--- config.mk ---
export PLATFORM = sky130hd
export DESIGN_NAME = ldo_status_top
export DESIGN_NICKNAME = d
export VERILOG_FILES = /design/src/logic/ldo_status_pkg.sv /design/src/logic/sync_2ff.sv /design/src/logic/ldo_status_top.sv
export VERILOG_INCLUDE_DIRS = /design/src /design/src/logic
export SDC_FILE = /design/constraint.sdc
export NUM_CORES = 1
export LEC_CHECK = 0
export BUFFER_PORTS_ARGS = -buffer_cell sky130_fd_sc_hd__buf_4
export CAP_MARGIN = 20
export CORE_MARGIN = 2
export CORE_UTILIZATION = 35
export DETAILED_ROUTE_END_ITERATION = 12
export GPL_TIMING_DRIVEN = 0
export PLACE_DENSITY_LB_ADDON = 0.1
export SLEW_MARGIN = 20
export SYNTH_ARGS = -nofsm -noshare
export SYNTH_HDL_FRONTEND = slang
export SYNTH_HIERARCHICAL = 1
export SYNTH_SLANG_ARGS = --single-unit
export TNS_END_PERCENT = 5
--- constraint.sdc ---
create_clock -name core_clk_i -period 1.69 [get_ports core_clk_i]
set_input_delay 0.0845 -clock core_clk_i [delete_from_list [all_inputs] [get_ports core_clk_i]]
set_output_delay 0.0845 -clock core_clk_i [all_outputs]
set_load 0.01 [all_outputs]
--- src/logic/ldo_status_params.svh ---
// register offsets, field positions and reset values for the status and mask block
// assumes nothing; definitions only
`ifndef LDO_STATUS_PARAMS_SVH
`define LDO_STATUS_PARAMS_SVH
`define LIN_REG_STATUS_ADDR 8'h1F
`define TOP_IRQ_MASK_FIRST_ADDR 8'h20
`define TOP_IRQ_MASK_SECOND_ADDR 8'h21
`define LIN_REG_EVENT_ADDR 8'h1C
`define TOP_EVENT_ADDR 8'h1A
`define TOP_STATE_ADDR 8'h1D
`define LIN_REG_STATUS_RESET 8'h00
`define TOP_STATE_RESET 8'h00
`define EVENT_RESET 8'h00
`define FIRST_MASK_USED 8'h95
`define SECOND_MASK_USED 8'h01
`define LR_ENABLED1_BIT 7
`define LR_INVALID1_BIT 6
`define LR_LIMITED1_BIT 4
`define LR_ENABLED0_BIT 3
`define LR_INVALID0_BIT 2
`define LR_LIMITED0_BIT 0
`define PG_BLOCK_BIT 7
`define SYNC_BLOCK_BIT 4
`define THERM_BLOCK_BIT 2
`define MEAS_BLOCK_BIT 0
`define RESET_BLOCK_BIT 0
`define TOP_EV_PG_BIT 7
`define TOP_EV_SYNC_BIT 4
`define TOP_EV_THERM_BIT 2
`define TOP_EV_MEAS_BIT 0
`define TOP_EV_RESET_BIT 1
`define TOP_ST_PG_BIT 7
`define TOP_ST_SYNC_BIT 4
`define TOP_ST_THERM_BIT 2
`endif

--- src/logic/ldo_status_pkg.sv ---
// types shared by the status and mask block
// assumes the params header for bit positions
package ldo_status_pkg;
    typedef struct packed {
        logic lin_reg1_enabled;
        logic lin_reg1_voltage_invalid;
        logic lin_reg1_current_limited;
        logic lin_reg0_enabled;
        logic lin_reg0_voltage_invalid;
        logic lin_reg0_current_limited;
    } lin_reg_raw_t;
    typedef struct packed {
        logic power_good_pin_state;
        logic sync_clk_invalid;
        logic thermal_warn_state;
    } top_raw_t;
    typedef struct packed {
        logic power_good_pin_event;
        logic sync_clk_event;
        logic thermal_warn_event;
        logic load_meas_ready_event;
        logic reg_reset_event;
    } top_events_t;
    typedef struct packed {
        logic wr;
        logic rd;
        logic [7:0] addr;
        logic [7:0] wdata;
    } reg_req_t;
endpackage : ldo_status_pkg

--- src/logic/sync_2ff.sv ---
// two flip-flop synchroniser for a vector of pin levels
// assumes inputs asynchronous to core_clk_i
`timescale 1ns/1ps
module sync_2ff #(
    parameter int WIDTH = 8
) (
    input wire logic core_clk_i,
    input wire logic rst_i,
    input wire logic [WIDTH-1:0] async_i,
    output logic [WIDTH-1:0] sync_o
);
    logic [WIDTH-1:0] meta_q;
    logic [WIDTH-1:0] meta_d;
    logic [WIDTH-1:0] sync_q;
    logic [WIDTH-1:0] sync_d;

    always_comb begin
        meta_d = async_i;
        sync_d = meta_q;
    end

    always_ff @(posedge core_clk_i or posedge rst_i) begin
        if (rst_i) begin
            meta_q <= '0;
            sync_q <= '0;
        end else begin
            meta_q <= meta_d;
            sync_q <= sync_d;
        end
    end

    assign sync_o = sync_q;
endmodule : sync_2ff

--- src/logic/ldo_status_top.sv ---
// linear regulator status, top event flags and interrupt masks
// assumes a register request port already decoded from the serial interface
//
// Overview of operation
// - enable state of regulator 1 on bit 7, regulator 0 on bit 3
// - unlatched voltage invalid on bit 6 and bit 2, 1 means invalid
// - unlatched current limit on bit 4 and bit 0, 1 means limiting
// - first mask bit 7 blocks the power-good pin interrupt
// - power-good mask leaves the power-good state bit live
// - first mask bit 4 blocks the sync clock detection interrupt
// - sync clock mask leaves the clock validity state bit live
// - first mask bit 2 blocks the thermal warning interrupt
// - thermal mask leaves the thermal warning state bit live
// - first mask bit 0 blocks the load measurement ready interrupt
// - second mask bit 0 blocks the register reset interrupt, rest reserved
// - host writes to the reset mask bit are ignored
// - regulator event flags latch until host writes 1 to them
// - top power-good state bit follows the power-good pin
`timescale 1ns/1ps
`include "ldo_status_params.svh"
module ldo_status_top (
    input wire logic core_clk_i,
    input wire logic rst_i,
    input wire logic [5:0] lin_reg_raw_i,
    input wire logic [2:0] top_raw_i,
    input wire logic [5:0] lin_reg_event_i,
    input wire logic [3:0] top_event_i,
    input wire logic [7:0] nv_mask_first_i,
    input wire logic nv_mask_second_i,
    input wire ldo_status_pkg::reg_req_t req_i,
    output logic [7:0] rdata_o,
    output logic irq_o
);
    // ---------------------------------------------------------------
    // pin synchronisation
    // ---------------------------------------------------------------
    logic [8:0] raw_sync;
    sync_2ff #(.WIDTH(9)) sync_2ff_i (
        .core_clk_i(core_clk_i),
        .rst_i(rst_i),
        .async_i({lin_reg_raw_i, top_raw_i}),
        .sync_o(raw_sync)
    );
    ldo_status_pkg::lin_reg_raw_t lr;
    ldo_status_pkg::top_raw_t tr;
    assign lr = raw_sync[8:3];
    assign tr = raw_sync[2:0];

    function automatic logic [7:0] w1c(input logic [7:0] cur, input logic [7:0] set,
                                        input logic clr, input logic [7:0] wd);
        // set wins over a clear in the same cycle
        w1c = (cur & ~(clr ? wd : 8'h00)) | set;
    endfunction : w1c

    // ---------------------------------------------------------------
    // registers
    // ---------------------------------------------------------------
    logic [7:0] mask1_q, mask1_d;
    logic mask2_q, mask2_d;
    logic [7:0] lr_ev_q, lr_ev_d;
    logic [7:0] top_ev_q, top_ev_d;
    logic [7:0] rdata_q, rdata_d;
    logic irq_q, irq_d;
    logic load_q, load_d;
    logic [7:0] lr_stat, top_stat, lr_set, top_set;

    always_comb begin
        lr_stat = `LIN_REG_STATUS_RESET;
        lr_stat[`LR_ENABLED1_BIT] = lr.lin_reg1_enabled;
        lr_stat[`LR_ENABLED0_BIT] = lr.lin_reg0_enabled;
        lr_stat[`LR_INVALID1_BIT] = lr.lin_reg1_voltage_invalid;
        lr_stat[`LR_INVALID0_BIT] = lr.lin_reg0_voltage_invalid;
        lr_stat[`LR_LIMITED1_BIT] = lr.lin_reg1_current_limited;
        lr_stat[`LR_LIMITED0_BIT] = lr.lin_reg0_current_limited;
        // state bits never look at the masks
        top_stat = `TOP_STATE_RESET;
        top_stat[`TOP_ST_PG_BIT] = tr.power_good_pin_state;
        top_stat[`TOP_ST_SYNC_BIT] = tr.sync_clk_invalid;
        top_stat[`TOP_ST_THERM_BIT] = tr.thermal_warn_state;
        lr_set = {1'b0, lin_reg_event_i[5:3], 1'b0, lin_reg_event_i[2:0]};
        top_set = {top_event_i[3], 2'b00, top_event_i[2], 1'b0, top_event_i[1],
                   load_q, top_event_i[0]};
    end

    always_comb begin
        mask1_d = mask1_q;
        mask2_d = mask2_q;
        load_d = 1'b0;
        if (load_q) begin
            mask1_d = nv_mask_first_i & `FIRST_MASK_USED;
            mask2_d = nv_mask_second_i;
        end else if (req_i.wr && req_i.addr == `TOP_IRQ_MASK_FIRST_ADDR) begin
            mask1_d = req_i.wdata & `FIRST_MASK_USED;
        end
        lr_ev_d = w1c(lr_ev_q, lr_set, req_i.wr && req_i.addr == `LIN_REG_EVENT_ADDR,
                      req_i.wdata);
        top_ev_d = w1c(top_ev_q, top_set, req_i.wr && req_i.addr == `TOP_EVENT_ADDR,
                       req_i.wdata);
        rdata_d = rdata_q;
        if (req_i.rd) begin
            unique case (req_i.addr)
                `LIN_REG_STATUS_ADDR: rdata_d = lr_stat;
                `TOP_IRQ_MASK_FIRST_ADDR: rdata_d = mask1_q;
                `TOP_IRQ_MASK_SECOND_ADDR: rdata_d = {7'h00, mask2_q};
                `LIN_REG_EVENT_ADDR: rdata_d = lr_ev_q;
                `TOP_EVENT_ADDR: rdata_d = top_ev_q;
                `TOP_STATE_ADDR: rdata_d = top_stat;
                default: rdata_d = 8'h00;
            endcase
        end
        irq_d = (|lr_ev_q)
              | (top_ev_q[`TOP_EV_PG_BIT] & ~mask1_q[`PG_BLOCK_BIT])
              | (top_ev_q[`TOP_EV_SYNC_BIT] & ~mask1_q[`SYNC_BLOCK_BIT])
              | (top_ev_q[`TOP_EV_THERM_BIT] & ~mask1_q[`THERM_BLOCK_BIT])
              | (top_ev_q[`TOP_EV_MEAS_BIT] & ~mask1_q[`MEAS_BLOCK_BIT])
              | (top_ev_q[`TOP_EV_RESET_BIT] & ~mask2_q);
    end

    always_ff @(posedge core_clk_i or posedge rst_i) begin
        if (rst_i) begin
            mask1_q <= 8'h00;
            mask2_q <= 1'b0;
            lr_ev_q <= `EVENT_RESET;
            top_ev_q <= `EVENT_RESET;
            rdata_q <= 8'h00;
            irq_q <= 1'b0;
            load_q <= 1'b1;
        end else begin
            mask1_q <= mask1_d;
            mask2_q <= mask2_d;
            lr_ev_q <= lr_ev_d;
            top_ev_q <= top_ev_d;
            rdata_q <= rdata_d;
            irq_q <= irq_d;
            load_q <= load_d;
        end
    end

    assign rdata_o = rdata_q;
    assign irq_o = irq_q;

    // ---------------------------------------------------------------
    // checks
    // ---------------------------------------------------------------
    status_read_a: assert property (@(posedge core_clk_i) disable iff (rst_i)
        req_i.rd && req_i.addr == `LIN_REG_STATUS_ADDR
        |=> rdata_o[7] == $past(lr.lin_reg1_enabled))
        else $error("enable status read wrong");
    invalid_read_a: assert property (@(posedge core_clk_i) disable iff (rst_i)
        req_i.rd && req_i.addr == `LIN_REG_STATUS_ADDR
        |=> rdata_o[2] == $past(lr.lin_reg0_voltage_invalid))
        else $error("voltage invalid read wrong");
    limit_read_a: assert property (@(posedge core_clk_i) disable iff (rst_i)
        req_i.rd && req_i.addr == `LIN_REG_STATUS_ADDR
        |=> rdata_o[4] == $past(lr.lin_reg1_current_limited))
        else $error("current limit read wrong");
    pg_masked_a: assert property (@(posedge core_clk_i) disable iff (rst_i)
        mask1_q[7] && !(|lr_ev_q) && top_ev_q == 8'h80 |=> !irq_o)
        else $error("masked power-good raised irq");
    pg_state_a: assert property (@(posedge core_clk_i) disable iff (rst_i)
        req_i.rd && req_i.addr == `TOP_STATE_ADDR |=> rdata_o[7] == $past(tr.power_good_pin_state))
        else $error("power-good state wrong");
    reset_mask_a: assert property (@(posedge core_clk_i) disable iff (rst_i)
        !load_q |=> mask2_q == $past(mask2_q))
        else $error("reset mask changed by write");
    event_hold_a: assert property (@(posedge core_clk_i) disable iff (rst_i)
        lr_ev_q[0] && !(req_i.wr && req_i.addr == `LIN_REG_EVENT_ADDR) |=> lr_ev_q[0])
        else $error("event flag dropped");
    irq_level_a: assert property (@(posedge core_clk_i) disable iff (rst_i)
        (|lr_ev_q) |=> irq_o)
        else $error("irq missing");
    // masked flags stay latched and readable, only the irq term drops
    pg_unmasked_a: assert property (@(posedge core_clk_i) disable iff (rst_i)
        top_ev_q[`TOP_EV_PG_BIT] && !mask1_q[`PG_BLOCK_BIT] |=> irq_o)
        else $error("unmasked power-good gave no irq");
    sync_masked_a: assert property (@(posedge core_clk_i) disable iff (rst_i)
        mask1_q[`SYNC_BLOCK_BIT] && !(|lr_ev_q) && top_ev_q == 8'h10 |=> !irq_o)
        else $error("masked sync clock raised irq");
    sync_unmasked_a: assert property (@(posedge core_clk_i) disable iff (rst_i)
        top_ev_q[`TOP_EV_SYNC_BIT] && !mask1_q[`SYNC_BLOCK_BIT] |=> irq_o)
        else $error("unmasked sync clock gave no irq");
    therm_masked_a: assert property (@(posedge core_clk_i) disable iff (rst_i)
        mask1_q[`THERM_BLOCK_BIT] && !(|lr_ev_q) && top_ev_q == 8'h04 |=> !irq_o)
        else $error("masked thermal warning raised irq");
    therm_unmasked_a: assert property (@(posedge core_clk_i) disable iff (rst_i)
        top_ev_q[`TOP_EV_THERM_BIT] && !mask1_q[`THERM_BLOCK_BIT] |=> irq_o)
        else $error("unmasked thermal warning gave no irq");
    meas_masked_a: assert property (@(posedge core_clk_i) disable iff (rst_i)
        mask1_q[`MEAS_BLOCK_BIT] && !(|lr_ev_q) && top_ev_q == 8'h01 |=> !irq_o)
        else $error("masked measurement ready raised irq");
    meas_unmasked_a: assert property (@(posedge core_clk_i) disable iff (rst_i)
        top_ev_q[`TOP_EV_MEAS_BIT] && !mask1_q[`MEAS_BLOCK_BIT] |=> irq_o)
        else $error("unmasked measurement ready gave no irq");
    reset_masked_a: assert property (@(posedge core_clk_i) disable iff (rst_i)
        mask2_q && !(|lr_ev_q) && top_ev_q == 8'h02 |=> !irq_o)
        else $error("masked register reset raised irq");
    reset_unmasked_a: assert property (@(posedge core_clk_i) disable iff (rst_i)
        top_ev_q[`TOP_EV_RESET_BIT] && !mask2_q |=> irq_o)
        else $error("unmasked register reset gave no irq");
    reset_event_a: assert property (@(posedge core_clk_i) disable iff (rst_i)
        load_q |=> top_ev_q[`TOP_EV_RESET_BIT])
        else $error("register reset event not set");
    // the nonvolatile copy is the only source of the reset mask
    mask_load_a: assert property (@(posedge core_clk_i) disable iff (rst_i)
        load_q |=> mask1_q == ($past(nv_mask_first_i) & `FIRST_MASK_USED))
        else $error("first mask not loaded");
    mask2_load_a: assert property (@(posedge core_clk_i) disable iff (rst_i)
        load_q |=> mask2_q == $past(nv_mask_second_i))
        else $error("second mask not loaded");
    sync_state_a: assert property (@(posedge core_clk_i) disable iff (rst_i)
        req_i.rd && req_i.addr == `TOP_STATE_ADDR
        |=> rdata_o[`TOP_ST_SYNC_BIT] == $past(tr.sync_clk_invalid))
        else $error("sync clock state wrong");
    therm_state_a: assert property (@(posedge core_clk_i) disable iff (rst_i)
        req_i.rd && req_i.addr == `TOP_STATE_ADDR
        |=> rdata_o[`TOP_ST_THERM_BIT] == $past(tr.thermal_warn_state))
        else $error("thermal warning state wrong");
    enable0_read_a: assert property (@(posedge core_clk_i) disable iff (rst_i)
        req_i.rd && req_i.addr == `LIN_REG_STATUS_ADDR
        |=> rdata_o[3] == $past(lr.lin_reg0_enabled))
        else $error("regulator 0 enable read wrong");
    flag_clear_a: assert property (@(posedge core_clk_i) disable iff (rst_i)
        lr_ev_q[0] && req_i.wr && req_i.addr == `LIN_REG_EVENT_ADDR
        && req_i.wdata[0] && !lin_reg_event_i[0] |=> !lr_ev_q[0])
        else $error("event flag not cleared");
    set_wins_a: assert property (@(posedge core_clk_i) disable iff (rst_i)
        lin_reg_event_i[0] |=> lr_ev_q[0])
        else $error("event flag not latched");
endmodule : ldo_status_top

# After elaboration in Yosys (flattened, before gate mapping)
# Cells that the tools add are included.
# classes
eq_ne	6
n_mux	5
bitwise	21
n_reduce_logical	5
# op_table
cell	count
one-hot mux 8 bit (6 select lines)	1
== test 8 x 5 -> 1 bit (second input constant)	4
2-to-1 mux 8 bit	4
bitwise AND 8 bit	2
== test 8 x 6 -> 1 bit (second input constant)	2
inverter 8 bit	2
bitwise OR 8 x 7 -> 8 bit	1
bitwise OR 8 bit	1
OR reduction 8 bit	1
bitwise AND 1 bit	5
inverter 1 bit	5
bitwise OR 1 bit	5
logical AND 1 bit	3
nonzero test 2 bit	1
# totals
regBits	53
input_bits	48
out_inout_bits	9
word_cells	46

# Logic depth before layout (Yosys ltp)
# Gate-level depths: netlist of run 1.
# logic_depth
word_depth	7
depth_mapped	5
depth_no_buf	4

# Modules after synthesis
# Netlist of run 1, hierarchy kept.
# modules_own_cells
module	instances	cells_per_inst	area_per_inst_um2	seq_area_each_um2
ldo_status_top	1	154	1555.2	777.0
sync_2ff	1	19	454.2	450.4

# Worst setup path before layout of run 1
# OpenSTA, ideal clock, no wires.
# synth_timing
path_type	input-to-reg
start	input port req_i[12] (netlist name)
end	register mask1_q[0]
setup_time_ns	0.123
arrival_ns	1.277
required_ns	1.567
setup_slack_ns	0.290
stages	4
path_buffers	0
path_cell_list	or4b_4 > or4_4 > nand2_1 > a21oi_1
# synth_via
elab_chain_len	3
# synth_lines
item	line	rtl
start, declared	ldo_status_top.sv:30	input wire ldo_status_pkg::reg_req_t req_i,
== test 8 x 6 -> 1 bit	n/a	
logical AND 1 bit (no line)	n/a	
nonzero test 2 bit (no line)	n/a	
end signal, assigned	ldo_status_top.sv:129	mask1_q <= mask1_d;
end, declared	ldo_status_top.sv:58	logic [7:0] mask1_q, mask1_d;
# No other way between the ends.
# A chain may end at the register's enable or synchronous reset.

# Worst setup path in the final report of run 1
# layout_timing
start	register lr_ev_q[6]
end	register irq_q (netlist: irq_o)
# layout_via
elab_chain_len	6
# layout_lines
item	line	rtl
start, declared	ldo_status_top.sv:60	logic [7:0] lr_ev_q, lr_ev_d;
start signal, assigned	ldo_status_top.sv:123	lr_ev_q <= `EVENT_RESET;
start signal, assigned	ldo_status_top.sv:131	lr_ev_q <= lr_ev_d;
OR reduction 8 bit	ldo_status_top.sv:111	irq_d = (|lr_ev_q)
bitwise OR 1 bit (5 in a row)	ldo_status_top.sv:111	
via irq_d	ldo_status_top.sv:63	logic irq_q, irq_d;
end signal, assigned	ldo_status_top.sv:134	irq_q <= irq_d;
end, declared	ldo_status_top.sv:63	
# The timed path passes the listed nets, and every way through them passes these cells.

==> results of run 1 <==
[placed cells by master (no fill, tap or decap), types with 4 or more instances in the layout]
cell / instances
buf_4: 52
dfrtp_1: 48
dlygate4sd3_1: 25
nand2_1: 17
inv_1: 14
a21o_1: 11
a21oi_1: 8
nor3_1: 7
a22o_1: 6
clkbuf_8: 6
o22ai_1: 5
a21boi_0: 5
a31oi_1: 4
nor2b_1: 4
nor2_1: 4
mux2i_1: 4
a221oi_1: 4
a22oi_1: 4
[per-stage QoR]
stage	std cells	power [mW]	setup slack, ps
6_report	329	2.171	202.4
5_1_grt	329	2.285	154.6
4_1_cts	328	2.203	192.7
3_5_place_dp	297	1.467	-37.73
3_3_place_gp	297	1.466	-44.35
2_1_floorplan	173	1.341	289.7
[layer usage]
metal  global-route usage (%)  wire length, um
met3                    3.846              190
met1                    22.28             2263
met5                        0                0
met4                    5.085               68
met2                    23.87             2172
[repair_timing]
action / in CTS / in global routing
hold buffers: 24 / 1
hold endpoints to repair: 72 / 1
endpoints found under the setup margin: 0 / 0
gates resized for setup: 0 / 0
[layout make-up]
| type | count | area (um2) | area share (%) |
|---|---|---|---|
| buffer | 5 | 21.27 | 0.7515 |
| clock buffer | 6 | 82.58 | 2.918 |
| clock inverter | 1 | 7.507 | 0.2653 |
| inverter | 15 | 56.30 | 1.989 |
| multi-input combinational | 104 | 704.4 | 24.89 |
| sequential | 49 | 1227 | 43.37 |
| tap | 72 | 90.09 | 3.183 |
| timing repair buffer | 77 | 640.6 | 22.63 |
[registers in the layout (all words and copies together) (netlist names)]
name / cells
rdata_o: 8
mask2_q: 1
top_ev_q: 8
lr_ev_q: 8
mask1_q: 4
sync_2ff_i/sync_o: 9
sync_2ff_i/meta_q: 9
irq_o: 1
load_q: 1
[worst max-delay path by stage]
stage,endpoint,slack [ps],startpoint
final,irq_o,200,lr_ev_q[6]
after global placement,lr_ev_q[4],-40,req_i[9]
after detailed placement,lr_ev_q[4],-40,req_i[9]
after CTS,irq_o,190,lr_ev_q[6]
after floorplan,mask1_q[0],290,req_i[12]
after global routing,lr_ev_q[1],150,req_i[9]
[power by group]
group	internal, mW	total [mW]	switching, mW	leakage [nW]
combinational	0.143	0.256	0.113	0.618
sequential	1.21	1.23	0.0190	0.559
clock	0.323	0.684	0.361	0.0433
[logic make-up after synthesis]
kind of cell | count (synthesis) | synth area share, %
multiplexers | 4 | 1.993
other | 1 | 0.1866
AO/OA/AOI/OAI | 52 | 18.37
flip-flops | 49 | 61.08
AND/OR/NAND/NOR | 47 | 14.51
buffers and inverters | 20 | 3.860
[worst max-delay path, delay by kind of cell (launching register included)]
kind	cells	cell delay, ps
AND/OR/NAND/NOR	2	670
flip-flops	1	400
AO/OA/AOI/OAI	1	290
==> flow_metrics.env, run 1 <==
export IMPL_status="finished clean"
export IMPL_leakagePower_nw=1.221
export IMPL_finalCritPeriodShare_pct=88.02
export IMPL_cpMaxStageDelayCell="or4_1"
export IMPL_cp_start_kind="flip-flop"
export IMPL_syn_nets=221
export IMPL_initial_core_util_pct=36.27
export IMPL_critical_path_arrival_ps=1660
export IMPL_num_vias=1578
export IMPL_ys_seq_area_share_pct=61.08
export IMPL_crit_chain="or4_1 > a221oi_1 > nand3_1"
export IMPL_area_growth_pct=40.85
export IMPL_vias_per_cell=4.796
export IMPL_synth_cell_types=36
export IMPL_synthTopCellsByCount="48 x dfrtp_1, 17 x nand2_1, 15 x inv_1"
export IMPL_cts_buffers=5
export IMPL_tightest_slew_ps=656.5
export IMPL_port_buffers=52
export IMPL_worstReg2RegStart="lr_ev_q[6]"
export IMPL_clk_pin_slew_ps=80
export IMPL_wl_per_cell_um=14.27
export IMPL_pin_count=57
export IMPL_setup_viol_count_final=0
export IMPL_critPathRequiredTime_ps=1860
export IMPL_insertedDiodeCount=0
export IMPL_fin_area_um2=2830
export IMPL_fin_setup_tns_ps=0
export IMPL_ys_async_sr_fraction_pct=100.0
export IMPL_drtIter0Drc=102
export IMPL_design_core_area_um2=5540
export IMPL_hold_depth=3
export IMPL_netlist_area_leader_share_pct=59.78
export IMPL_drtAntennaViolNets=0
export IMPL_max_freq_ghz=0.6722
export IMPL_cts_buffer_depth=2
export IMPL_min_path_type="in -> reg"
export IMPL_drv_cap=0
export IMPL_synth_edff_count=0
export IMPL_rsz0062_at_grt="no"
export IMPL_synth_area_um2=2009
export IMPL_ys_ff_latch=49
export IMPL_drc=0
export IMPL_holdWs_ps=44.57
export IMPL_dp_hpwl_mm=3.456
export IMPL_grt_pass1_wl_mm=7.527
export IMPL_cts_root_buf="clkbuf_8"
export IMPL_hold_viol_final=0
export IMPL_hp_start="nv_mask_first_i[0]"
export IMPL_power_density_nw_per_um2=766.9
export IMPL_yosysMostFrequentCell="dfrtp_1"
export IMPL_clk_insertion_delay_late_ps=300
export IMPL_dpl_instance_area_um2=2490
export IMPL_fp_row_count=27
export IMPL_dieHeight_um=79.77
export IMPL_maxSlewViolCount=0
export IMPL_post_cts_setup_buffer_count=0
export IMPL_gr_total_overflow=0
export IMPL_peakVddDrop_uv=488.4
export IMPL_crit_type="reg -> reg"
export IMPL_cts_tree="done"
export IMPL_syn_inst=173
export IMPL_final_util_pct=51.08
export IMPL_fillers=524
export IMPL_hold_end="mask1_q[0]"
export IMPL_die_area_um2=6363
export IMPL_antenna_found_initial=0
export IMPL_slew_headroom_pct=56.17
export IMPL_grt_usage_pct=15.75
export IMPL_synthTopCellsByArea="dfrtp_1 60%, a21o_1 4.1%, nand2_1 3.2%"
export IMPL_ff2ff_path_depth=3
export IMPL_grt_pass1_vias=1526
export IMPL_grt_max_degree=32
export IMPL_regToRegSetupSlack_ps=200
export IMPL_crit_fanout=3
export IMPL_period_needed_ps=1488
export IMPL_synth_avg_cell_area_um2=11.62
export IMPL_cts_sinks=49
export IMPL_firstDrtPassIters=4
export IMPL_ys_warn_count=6
export IMPL_fin_worst_skew_ps=7.721
export IMPL_synth_ff_type="dfrtp_1"
export IMPL_wl_mm=4.694
export IMPL_crit_path_max_incr_delay_ps=560
export IMPL_die_x_um=79.77
export IMPL_gp_congestion=0.8483
export IMPL_drive_above_1_share_pct=27.24
export IMPL_end_kind="flip-flop"
export IMPL_h_tree_depth=2
export IMPL_final_nets=305
export IMPL_synth_area_leader_cell="dfrtp_1"
export IMPL_regToRegEndpoint="irq_o"
No activity file was read; power rests on OpenSTA's default activity.
==> run 2: changes to the inputs <==
--- a/config.mk
+++ b/config.mk
@@ -16,6 +16,5 @@
 export SLEW_MARGIN = 20
 export SYNTH_ARGS = -nofsm -noshare
 export SYNTH_HDL_FRONTEND = slang
-export SYNTH_HIERARCHICAL = 1
 export SYNTH_SLANG_ARGS = --single-unit
 export TNS_END_PERCENT = 5
==> run 2 against run 1 <==
  * Global-route usage decreased by 0.44 points
  * Via count increased by 1.8%
  * Routed wire length increased by 0.53%
  * Cell area increased by 4.0%
  * Clock-buffer cell count increased by 1
  * Worst hold slack got worse by 36 ps
  * Critical endpoint unchanged
  * Highest routed layer unchanged
==> flow_metrics.env, run 2 <==
export IMPL_layout_common_cells="53 x buf_4, 48 x dfrtp_1, 28 x dlygate4sd3_1, 18 x nand2_1, 11 x a21o_1"
export IMPL_end_kind="flip-flop"
export IMPL_h_tree_depth=2
export IMPL_multiInputGateArea_um2=763.2
export IMPL_die_area_um2=6540
export IMPL_critPathRequiredTime_ps=1860
export IMPL_fillers=536
export IMPL_fin_cells=327
export IMPL_drive_above_1_share_pct=32.55
export IMPL_num_vias=1606
export IMPL_gr_total_overflow=0
export IMPL_status="finished clean"
export IMPL_clkPwrFrac_pct=33.1
export IMPL_clk_insertion_delay_late_ps=300
export IMPL_swShare_pct=22.25
export IMPL_drv_cap=0
export IMPL_p_seq_share_pct=55.1
export IMPL_antenna_found_initial=0
export IMPL_synthTopCellsByArea="dfrtp_1 58%, a21o_1 4.0%, nand2_1 3.3%"
export IMPL_crit_type="reg -> reg"
export IMPL_regArea_um2=1227
export IMPL_finalCritPeriodShare_pct=85.89
export IMPL_grt_pass1_wl_mm=7.548
export IMPL_dieHeight_um=80.87
export IMPL_syn_inst=167
export IMPL_ys_async_sr_fraction_pct=100.0
export IMPL_synth_area_um2=2068
export IMPL_synth_ff_type="dfrtp_1"
export IMPL_cp_start_kind="flip-flop"
export IMPL_dpl_instance_area_um2=2561
export IMPL_firstDrtPassIters=4
export IMPL_fin_worst_skew_ps=3.312
export IMPL_vias_per_cell=4.911
export IMPL_dp_hpwl_mm=3.573
export IMPL_drc=0
export IMPL_syn_nets=215
export IMPL_peakVddDrop_uv=422.9
export IMPL_cts_root_buf="clkbuf_8"
export IMPL_synth_cell_types=45
export IMPL_min_path_type="in -> reg"
export IMPL_cpMaxStageDelayCell="or4_1"
export IMPL_cts_buffer_depth=2
export IMPL_setup_viol_count_final=0
export IMPL_drtAntennaViolNets=0
export IMPL_switchingPower_mw=0.4937
export IMPL_area_growth_pct=42.29
export IMPL_maxSlewViolCount=0
export IMPL_initial_core_util_pct=36.88
export IMPL_cts_tree="done"
export IMPL_grt_max_degree=29
export IMPL_final_nets=302
export IMPL_dp_cells=291
export IMPL_synth_area_leader_cell="dfrtp_1"
export IMPL_crit_chain="or4_1 > a221oi_1 > nand3_1"
export IMPL_crit_path_max_incr_delay_ps=530
export IMPL_clk_pin_slew_ps=80
export IMPL_fin_area_um2=2943
export IMPL_period_needed_ps=1451
export IMPL_power_frac_comb_pct=11.9
export IMPL_port_buffers=51
export IMPL_crit_fanout=3
export IMPL_cts_resized_gates=0
export IMPL_rsz0062_at_grt="no"
export IMPL_drtIter0Drc=76
export IMPL_hold_viol_final=0
export IMPL_synthTopCellsByCount="48 x dfrtp_1, 18 x nand2_1, 11 x a21o_1"
export IMPL_ys_seq_area_share_pct=59.35
export IMPL_pin_count=57
export IMPL_cts_buffers=5
export IMPL_fp_row_count=27
export IMPL_ys_warn_count=0
export IMPL_cts_sinks=49
export IMPL_netlist_area_leader_share_pct=58.08
export IMPL_internal_power_mw=1.725
export IMPL_yosysMostFrequentCell="dfrtp_1"
export IMPL_layout_commonest_cell="buf_4"
export IMPL_wl_per_cell_um=14.43
export IMPL_slew_headroom_pct=63.60
export IMPL_tightest_slew_ps=541.9
export IMPL_grt_pass1_vias=1577
export IMPL_leakagePower_nw=1.291
export IMPL_power_density_nw_per_um2=754.0
export IMPL_insertedDiodeCount=0
export IMPL_holdWs_ps=9.053
export IMPL_wl_mm=4.719
export IMPL_grt_usage_pct=15.31
export IMPL_max_freq_ghz=0.6890
export IMPL_ys_ff_latch=49
export IMPL_design_core_area_um2=5608
export IMPL_synth_avg_cell_area_um2=12.38
export IMPL_die_x_um=80.87
export IMPL_synth_edff_count=0
export IMPL_gp_congestion=0.8570
export IMPL_critical_path_arrival_ps=1620
==> run 2: changes by cell type after synthesis, moves of 4 or more <==
cell	before	now
o22ai_1	5	0
a32oi_1	0	4
a22o_1	6	2
o21ai_0	2	6
nor2b_1	4	0
o2bb2ai_1	0	6
inv_1	15	7
nor3_1	7	0
a31oi_1	4	0
a21oi_1	8	1
==> run 2: worst paths after layout <==
kind | from | end | slack, ps | cells past startpoint
max reg2reg | lr_ev_q[6] | irq_o | 240 | 3
min | nv_mask_first_i[2] | mask1_q[2] | 9 | 3
max | lr_ev_q[6] | irq_o | 240 | 3
max in group asynchronous | rst_i | load_q | 760 | 4
min in group asynchronous | rst_i | sync_2ff_i.meta_q[3] | 360 | 3
min reg2reg | sync_2ff_i.meta_q[5] | sync_2ff_i.sync_o[5] | 360 | 0
==> run 2: per-layer routing <==
| metal | global-route usage (%) | part of all wire [%] | routed length, um | vias up |
|---|---|---|---|---|
| met5 | 0 | 0 | 0 | - |
| met4 | 5.424 | 1.6 | 77 | 0 |
| met3 | 3.889 | 6.2 | 291 | 8 |
| met2 | 22.81 | 45 | 2120 | 47 |
| met1 | 21.68 | 47 | 2229 | 769 |
| li1 | - | - | - | 782 |
==> run 2: logic make-up (layout without fill, tap and decap cells) <==
group                  after synthesis  in the layout  share of synthesized area [%]
other                                1              1                         0.1813
and+or+nand+nor                     41             41                          13.25
DFF                                 49             49                          59.35
AOI/OAI and AO/OA                   53             53                          19.90
muxes                                7              7                          3.569
buffers and inverters               16            104                          3.751
==> run 2: power by group through the flow <==
| stage | clock (mW) | sequential [mW] | combinational (mW) |
|---|---|---|---|
| after floorplan | 0 | 1.24 | 0.0981 |
| after detailed placement | 0 | 1.25 | 0.214 |
| after CTS | 0.754 | 1.22 | 0.266 |
| final | 0.734 | 1.22 | 0.263 |
| after global routing | 0.808 | 1.23 | 0.290 |
| after global placement | 0 | 1.24 | 0.203 |
==> run 2: cell type report <==
type	count	area share [%]
Sequential cell	49	41.71
Multi-Input combinational cell	102	25.94
Timing Repair Buffer	80	23.21
Clock buffer	7	3.274
Tap cell	72	3.061
Buffer	7	1.488
Inverter	9	1.148
Clock inverter	1	0.1701
==> run 2: through the flow <==
| stage | setup WS [ps] | TNS, ps | util [%] | total power [mW] |
|---|---|---|---|---|
| after global routing | 197.9 | 0 | 52.48 | 2.325 |
| after global placement | -52.38 | -2372 | 45.31 | 1.447 |
| after detailed placement | 188.2 | 0 | 45.67 | 1.460 |
| after floorplan | 394.4 | 0 | - | 1.338 |
| final | 238.5 | 0 | 52.48 | 2.219 |
| after CTS | 205.0 | 0 | 52.48 | 2.242 |
==> run 2: what timing repair did <==
item	4_1_cts	5_1_grt
hold endpoints to repair	49	0
buffers inserted	0	0
hold buffers	28	0
==> run 2: worst max-delay path: cells and delay by family, from the launching register on <==
kind | cells | cell delay [ps]
simple gates | 2 | 660
compound gates | 1 | 270
flops | 1 | 400
